$ cat src/include/dsp_pkg.sv
// constants for the dual-strobe page memory controller
// assumes a 100 MHz clock and a strobe-driven, clockless memory outside
// What this block does
// - both strobes high for precharge before new column
// - overlap strobes when holding one column address
// - hold asserted strobes for minimum pulse width
// - nine row then nine column bits, 16-bit word
// - address stable before row and column strobes fall
// - write select high reads, low writes
// - output enable high before driving delayed write data
// - refresh all 512 rows every 8 ms
// - column-first refresh uses internal row counter
package dsp_pkg;
    localparam int CLK_NS       = 10;
    localparam int ROW_W        = 9;
    localparam int COL_W        = 9;
    localparam int ADDR_W       = ROW_W + COL_W;
    localparam int DATA_W       = 16;
    localparam int LANE_W       = 8;
    localparam int ROWS         = 512;
    // timing figures in ns, refresh in ms; counts rounded up (least) or down (longest)
    localparam int T_ROW_HOLD_NS   = 10;
    localparam int T_ROW_ACCESS_NS = 80;
    localparam int T_COL_ACCESS_NS = 20;
    localparam int T_PULSE_NS      = 20;
    localparam int T_COL_PRE_NS    = 10;
    localparam int T_ROW_PRE_NS    = 60;
    localparam int T_REFRESH_MS    = 8;
    localparam int ROW_HOLD_CYC   = (T_ROW_HOLD_NS + CLK_NS - 1) / CLK_NS;
    localparam int ROW_ACC_CYC    = (T_ROW_ACCESS_NS + CLK_NS - 1) / CLK_NS;
    localparam int COL_ACC_CYC    = (T_COL_ACCESS_NS + CLK_NS - 1) / CLK_NS;
    localparam int PULSE_CYC      = (T_PULSE_NS + CLK_NS - 1) / CLK_NS;
    localparam int COL_PRE_CYC    = (T_COL_PRE_NS + CLK_NS - 1) / CLK_NS;
    localparam int ROW_PRE_CYC    = (T_ROW_PRE_NS + CLK_NS - 1) / CLK_NS;
    // longest refresh spacing per row, rounded down
    localparam int REFRESH_INTERVAL_CYC = (T_REFRESH_MS * 1000000 / CLK_NS) / ROWS;
    localparam int CNT_W = 16;
    typedef enum logic [3:0] {
        DSP_IDLE, DSP_ROW, DSP_ROW_HOLD, DSP_COL, DSP_ACCESS, DSP_COL_PRE,
        DSP_PRECHARGE, DSP_REF_COL, DSP_REF_ROW
    } dsp_state_t;
endpackage
$ cat src/core/dsp_ctrl.sv
// host-side controller for a dual-strobe page-mode dynamic memory
// assumes the memory sits outside on plain pins; requests held until accepted
`timescale 1ns/1ps
module dsp_ctrl #(
    parameter int REFRESH_CYC = dsp_pkg::REFRESH_INTERVAL_CYC
) (
    input  wire logic                       clock,
    input  wire logic                       rst_n,
    input  wire logic                       req_valid,
    input  wire logic                       req_write,
    input  wire logic [dsp_pkg::ADDR_W-1:0] req_addr,
    input  wire logic [dsp_pkg::DATA_W-1:0] req_wdata,
    input  wire logic [1:0]                 req_lanes,
    output logic                            req_ready,
    output logic                            rsp_valid,
    output logic      [dsp_pkg::DATA_W-1:0] rsp_rdata,
    output logic      [dsp_pkg::COL_W-1:0]  mux_address_pins,
    output logic                            row_strobe_n,
    output logic                            lower_lane_col_strobe_n,
    output logic                            upper_lane_col_strobe_n,
    output logic                            write_select_n,
    output logic                            out_enable_n,
    input  wire logic [dsp_pkg::DATA_W-1:0] data_pins_in,
    output logic      [dsp_pkg::DATA_W-1:0] data_pins_out,
    output logic                            data_pins_oe
);
    import dsp_pkg::*;

    typedef struct packed {
        dsp_state_t             st;
        logic [CNT_W-1:0]       cnt;
        logic [CNT_W-1:0]       ref_cnt;
        logic                   ref_due;
        logic                   open_valid;
        logic [ROW_W-1:0]       open_row;
        logic                   wr;
        logic [COL_W-1:0]       col;
        logic [DATA_W-1:0]      wdata;
        logic [1:0]             lanes;
        logic                   ready;
        logic                   rvalid;
        logic [DATA_W-1:0]      rdata;
        logic [COL_W-1:0]       addr;
        logic                   ras_n;
        logic                   lo_strobe_n;
        logic                   hi_strobe_n;
        logic                   we_n;
        logic                   oe_n;
        logic [DATA_W-1:0]      dout;
        logic                   doe;
    } dsp_regs_t;

    dsp_regs_t s_q;
    dsp_regs_t s_d;

    logic [ROW_W-1:0] req_row;
    logic [COL_W-1:0] req_col;
    assign req_row = req_addr[ADDR_W-1:COL_W];
    assign req_col = req_addr[COL_W-1:0];

    // next-state logic; strobes are held as registers so pins never glitch
    always_comb begin
        s_d        = s_q;
        s_d.ready  = 1'b0;
        s_d.rvalid = 1'b0;
        // refresh timer runs always; a due refresh beats new requests
        if (s_q.ref_cnt == CNT_W'(0)) begin
            s_d.ref_cnt = CNT_W'(REFRESH_CYC - 1);
            s_d.ref_due = 1'b1;
        end else begin
            s_d.ref_cnt = s_q.ref_cnt - CNT_W'(1);
        end
        if (s_q.cnt != CNT_W'(0)) begin
            s_d.cnt = s_q.cnt - CNT_W'(1);
        end
        case (s_q.st)
            DSP_IDLE: begin
                if (s_q.ref_due) begin
                    if (s_q.open_valid) begin
                        // close the page before refreshing
                        s_d.ras_n      = 1'b1;
                        s_d.open_valid = 1'b0;
                        s_d.cnt        = CNT_W'(ROW_PRE_CYC);
                        s_d.st         = DSP_PRECHARGE;
                    end else if (s_q.cnt == CNT_W'(0)) begin
                        s_d.lo_strobe_n = 1'b0;
                        s_d.hi_strobe_n = 1'b0;
                        s_d.cnt    = CNT_W'(PULSE_CYC);
                        s_d.st     = DSP_REF_COL;
                    end
                end else if (req_valid && s_q.cnt == CNT_W'(0)) begin
                    s_d.ready = 1'b1;
                    s_d.wr    = req_write;
                    s_d.col   = req_col;
                    s_d.wdata = req_wdata;
                    s_d.lanes = (req_lanes == 2'h0) ? 2'h3 : req_lanes;
                    if (s_q.open_valid && s_q.open_row == req_row) begin
                        // page hit: row stays open, column goes out now
                        s_d.addr = req_col;
                        s_d.st   = DSP_COL;
                        s_d.cnt  = CNT_W'(1);
                    end else if (s_q.open_valid) begin
                        // page miss: close row, the request is retaken later
                        s_d.ready      = 1'b0;
                        s_d.ras_n      = 1'b1;
                        s_d.open_valid = 1'b0;
                        s_d.cnt        = CNT_W'(ROW_PRE_CYC);
                        s_d.st         = DSP_PRECHARGE;
                    end else begin
                        s_d.addr     = req_row;
                        s_d.open_row = req_row;
                        s_d.st       = DSP_ROW;
                    end
                end
            end
            DSP_ROW: begin
                s_d.ras_n      = 1'b0;
                s_d.open_valid = 1'b1;
                s_d.cnt        = CNT_W'(ROW_HOLD_CYC);
                s_d.st         = DSP_ROW_HOLD;
            end
            DSP_ROW_HOLD: begin
                if (s_q.cnt == CNT_W'(0)) begin
                    s_d.addr = s_q.col;
                    s_d.cnt  = CNT_W'(1);
                    s_d.st   = DSP_COL;
                end
            end
            DSP_COL: begin
                // write select and data lead the strobes by a cycle, so every
                // write is an early write and the memory never races us on it
                s_d.we_n = ~s_q.wr;
                s_d.dout = s_q.wdata;
                s_d.doe  = s_q.wr;
                // the enabled lanes' strobes fall together, so the first edge is shared
                if (s_q.cnt == CNT_W'(0)) begin
                    s_d.lo_strobe_n = ~s_q.lanes[0];
                    s_d.hi_strobe_n = ~s_q.lanes[1];
                    s_d.oe_n        = s_q.wr;
                    s_d.cnt         = CNT_W'(s_q.wr ? PULSE_CYC : ROW_ACC_CYC);
                    s_d.st          = DSP_ACCESS;
                end
            end
            DSP_ACCESS: begin
                // read waits the row access figure, covering column access too
                if (s_q.cnt == CNT_W'(0)) begin
                    if (!s_q.wr) begin
                        s_d.rvalid = 1'b1;
                        s_d.rdata  = data_pins_in;
                    end
                    s_d.lo_strobe_n = 1'b1;
                    s_d.hi_strobe_n = 1'b1;
                    s_d.we_n   = 1'b1;
                    s_d.oe_n   = 1'b1;
                    s_d.doe    = 1'b0;
                    s_d.cnt    = CNT_W'(COL_PRE_CYC);
                    s_d.st     = DSP_COL_PRE;
                end
            end
            DSP_COL_PRE: begin
                if (s_q.cnt == CNT_W'(0)) begin
                    s_d.st = DSP_IDLE;
                end
            end
            DSP_PRECHARGE: begin
                if (s_q.cnt == CNT_W'(0)) begin
                    s_d.st = DSP_IDLE;
                end
            end
            DSP_REF_COL: begin
                if (s_q.cnt == CNT_W'(0)) begin
                    s_d.ras_n = 1'b0;
                    s_d.cnt   = CNT_W'(ROW_ACC_CYC);
                    s_d.st    = DSP_REF_ROW;
                end
            end
            DSP_REF_ROW: begin
                if (s_q.cnt == CNT_W'(0)) begin
                    s_d.ras_n   = 1'b1;
                    s_d.lo_strobe_n = 1'b1;
                    s_d.hi_strobe_n = 1'b1;
                    s_d.ref_due = 1'b0;
                    s_d.cnt     = CNT_W'(ROW_PRE_CYC);
                    s_d.st      = DSP_PRECHARGE;
                end
            end
            default: begin
                s_d.st = DSP_IDLE;
            end
        endcase
        // a refresh tick landing as the flag clears is kept
        if (s_q.ref_cnt == CNT_W'(0)) begin
            s_d.ref_due = 1'b1;
        end
    end

    // single state register; reset parks all strobes inactive
    always_ff @(posedge clock) begin
        if (!rst_n) begin
            s_q         <= '0;
            s_q.st      <= DSP_IDLE;
            s_q.ref_cnt <= CNT_W'(REFRESH_CYC - 1);
            s_q.ras_n   <= 1'b1;
            s_q.lo_strobe_n <= 1'b1;
            s_q.hi_strobe_n <= 1'b1;
            s_q.we_n    <= 1'b1;
            s_q.oe_n    <= 1'b1;
        end else begin
            s_q <= s_d;
        end
    end

    assign req_ready               = s_q.ready;
    assign rsp_valid               = s_q.rvalid;
    assign rsp_rdata               = s_q.rdata;
    assign mux_address_pins        = s_q.addr;
    assign row_strobe_n            = s_q.ras_n;
    assign lower_lane_col_strobe_n = s_q.lo_strobe_n;
    assign upper_lane_col_strobe_n = s_q.hi_strobe_n;
    assign write_select_n          = s_q.we_n;
    assign out_enable_n            = s_q.oe_n;
    assign data_pins_out           = s_q.dout;
    assign data_pins_oe            = s_q.doe;
endmodule

$ cat config.mk
export PLATFORM = sky130hd
export DESIGN_NAME = dsp_ctrl
export DESIGN_NICKNAME = d
export VERILOG_FILES = /design/src/include/dsp_pkg.sv /design/src/core/dsp_ctrl.sv
export SDC_FILE = /design/constraint.sdc
export NUM_CORES = 1
export LEC_CHECK = 0
export ABC_CLOCK_PERIOD_IN_PS = 2700
export BUFFER_PORTS_ARGS = -buffer_cell sky130_fd_sc_hd__buf_2
export CAP_MARGIN = 20
export CORE_UTILIZATION = 56
export DETAILED_ROUTE_END_ITERATION = 16
export PLACE_DENSITY = 0.8
export SLEW_MARGIN = 10
export SYNTH_ARGS = -nofsm -noshare
export SYNTH_HDL_FRONTEND = slang
export SYNTH_SLANG_ARGS = --single-unit
$ cat constraint.sdc
create_clock -name clock -period 2.7 [get_ports clock]
set_input_delay 0.405 -clock clock [delete_from_list [all_inputs] [get_ports clock]]
set_output_delay 0.405 -clock clock [all_outputs]
set_load 0.02 [all_outputs]
==> flow_metrics.tcl <==
set metrics [dict create \
    status "completed" \
    cts_max_level 4 \
    slew_headroom 0.519 \
    hold_viol 0 \
    clkPwrFrac 0.347 \
    power_mw 6.36 \
    grt_pass1_wl_um 23200 \
    seq_power_share 0.360 \
    synth.area.top_cells "dfxtp_1 (42%), nand2_1 (11%), a21oi_1 (7.8%)" \
    setup_ws_ns 0.237 \
    fillers 846 \
    post-dp-hpwl_um 9580 \
    synth_cells 730 \
    vias_per_cell 5.53 \
    post-place-ws_ns 0.221 \
    fin_nets 850 \
    yosysWarnings 0 \
    die_y_um 105 \
    whs_path_depth 3 \
    grt_antenna_before_repair 0 \
    synth_top_cell_by_area "dfxtp_1" \
    p_switching_mw 2.13 \
    worstPathMaxFanout 5 \
    skew_ns 0.0107 \
    die_area_um2 10900 \
    rrSetupSlack_ns 0.24 \
    clock_path_buffers 2 \
    synth-async-reset-ratio 0 \
    cts_tree "yes" \
    root_buffer "clkbuf_8" \
    finalSetupViolations 0 \
    gp_congestion 0.926 \
    vias 5185 \
    grtUsageTotal 0.263 \
    cts_made_buffers 17 \
    drv_slew 0 \
    yosysSeqAreaShare 0.421 \
    cp-end-kind "flip-flop" \
    cp_data_arrival_time_ns 2.84 \
    core_area_um2 10300 \
    pin_count 105 \
    p_sw_frac 0.335 \
    start_util 0.573 \
    postRouteAntennaNets 0 \
    drc 0 \
    endpoint "s_q[104]$_SDFF_PN0_" \
    hold_path_class "input port to flip-flop" \
    synthesis.area_um2 5890 \
    synthFlopType "dfxtp_1" \
    port_buffers 104 \
    cts_num_sinks 124 \
    drtIter0Drc 486 \
    fp.dieW_um 105 \
    row_count 37 \
    grt_max_degree 36 \
    reg2reg_depth 11 \
    hold_start "req_wdata[2]" \
    period_needed_ns 2.46 \
    synth_nets 791 \
    synth.cells.most_frequent "nand2_1 (174), dfxtp_1 (124), a21oi_1 (92)" \
    crit_path_start "s_q[104]$_SDFF_PN0_" \
    grt.overflow.total 0 \
    vdd_drop_max_v 0.000390 \
    grt_pass1_vias 5001 \
    max-cap-violations 0 \
    drive_gt1_frac 0.223 \
    synth_cell_type_count 60 \
    rsz0062_at_grt "false" \
    syn_avg_cell_area_um2 8.07 \
    yosysMostFrequentCell "nand2_1" \
    area_delta_synth_final_pct 15.6 \
    routed_wl_um 13700 \
    fin_crit_sh 0.912 \
    worst_ep_required_time_ns 3.08 \
    path_clk_slew_ns 0.06 \
    power_density_nw_per_um2 934 \
    synth_edf_count 0 \
    postCtsSetupRepairBufs 0 \
    internal_power_mw 4.23 \
    worstReg2RegStart "s_q[104]$_SDFF_PN0_" \
    clock_latency_ns 0.52 \
    fin_setup_tns_ns 0 \
    critical_path.startpoint_type "flip-flop" \
    r2r-end "s_q[104]$_SDFF_PN0_" \
    ys_seq_elements 124 \
    antenna_cells 0 \
    p_comb_frac 0.293 \
    fmax_mhz 406 \
    synth_top_area_frac 0.421 \
    critPathKind "flip-flop to flip-flop" \
    tightestPinTransition_ns 0.711 \
    firstDrtPassIters 5 \
    leakagePower_nw 2.80 \
    routedWlPerCell_um 14.6 \
]
[critical path, stage by stage, from the launching register on]
cell and delay (ns):
dfxtp_1 0.37, inv_1 0.11, ha_1 0.21, nor4b_4 0.14, nand4_1 0.24, ha_1 0.21
inv_1 0.05, maj3_1 0.37, o32ai_1 0.29, o21ai_0 0.15, a21oi_1 0.14, a2111oi_1 0.07
[cells by family (layout without fill, tap and decap cells)]
kind of cell | after synthesis | in the layout | share of synthesized area
mux | 12 | 12 | 0.0204
buf+inv | 95 | 166 | 0.0945
flops | 124 | 124 | 0.421
simple gates | 315 | 315 | 0.255
compound gates | 147 | 147 | 0.150
xor+xnor | 31 | 31 | 0.0461
fa+ha+maj | 6 | 6 | 0.0123
[sequential cells by signal (all words and copies together), names as in the netlist]
| name | count |
|---|---|
| rsp_rdata | 16 |
| rsp_valid | 1 |
| data_pins_oe | 1 |
| out_enable_n | 1 |
| upper_lane_col_strobe_n | 1 |
| write_select_n | 1 |
| lower_lane_col_strobe_n | 1 |
| s_q | 75 |
| data_pins_out | 16 |
| req_ready | 1 |
| row_strobe_n | 1 |
| mux_address_pins | 9 |
[layer usage]
| metal | up-vias | track usage | part of all wire |
|---|---|---|---|
| met5 | - | 0 | 0 |
| met4 | 0 | 0.117 | 0.019 |
| met3 | 27 | 0.0680 | 0.082 |
| met2 | 231 | 0.432 | 0.48 |
| met1 | 2371 | 0.324 | 0.42 |
| li1 | 2556 | - | - |
[power by group through the flow]
stage	Clock, mW	Combinational, mW	Sequential, mW
2_1_floorplan	0	1.46	2.25
3_3_place_gp	0	1.76	2.30
3_5_place_dp	0	1.82	2.32
4_1_cts	2.24	1.84	2.29
5_1_grt	2.33	2.08	2.32
6_report	2.21	1.86	2.29
[final cells by class]
cell class              count  area [µm²]  area share
inverters                  10        37.5     0.00551
clock buffers              20         435      0.0639
clock inverters            11         143      0.0209
flip-flops and latches    124        2480       0.365
multi-input cells         511        2850       0.419
well taps                 136         170      0.0250
repair buffers            125         691       0.101
[cells in the final DEF (no fill, tap or decap), drive strengths merged, types with 3 or more instances in the layout]
cell type  instances
nand2            174
buf              125
dfxtp            124
a21oi             93
nor2              50
clkbuf            20
o21ai             18
xor2              18
nor3              16
nand3             15
xnor2             13
mux2i             12
inv               11
or2                9
a32o               9
nor4               8
nor2b              7
and2               7
nand4              5
ha                 5
or3                5
clkinv             5
and4b              4
nand3b             3
o31ai              3
and3               3
bufinv             3
nor4b              3
a31oi              3
[per-stage QoR]
step           hold slack (ns)  cells  area (µm²)  utilization
2_1_floorplan            0.395    730        5890            -
3_3_place_gp             0.403    906        6230        0.606
3_5_place_dp             0.442    906        6230        0.606
4_1_cts                  0.107    937        6810        0.663
5_1_grt                  0.104    937        6810        0.663
6_report                 0.124    937        6810        0.663
[how the worst min path moves through the flow]
stage | endpoint | slack, ns
finish | s_q[53]$_SDFFE_PN0P_ | 0.12
global route | s_q[53]$_SDFFE_PN0P_ | 0.10
CTS | s_q[53]$_SDFFE_PN0P_ | 0.11
detailed placement | s_q[74]$_SDFFE_PN0P_ | 0.44
global placement | s_q[88]$_SDFF_PP1_ | 0.40
floorplan | s_q[88]$_SDFF_PP1_ | 0.39
[what timing repair did]
action                                  CTS  global route
endpoints found under the setup margin    0             4
hold buffers                              0             0
gates resized for setup                   0             1
(Power assumes the default switching activity.)
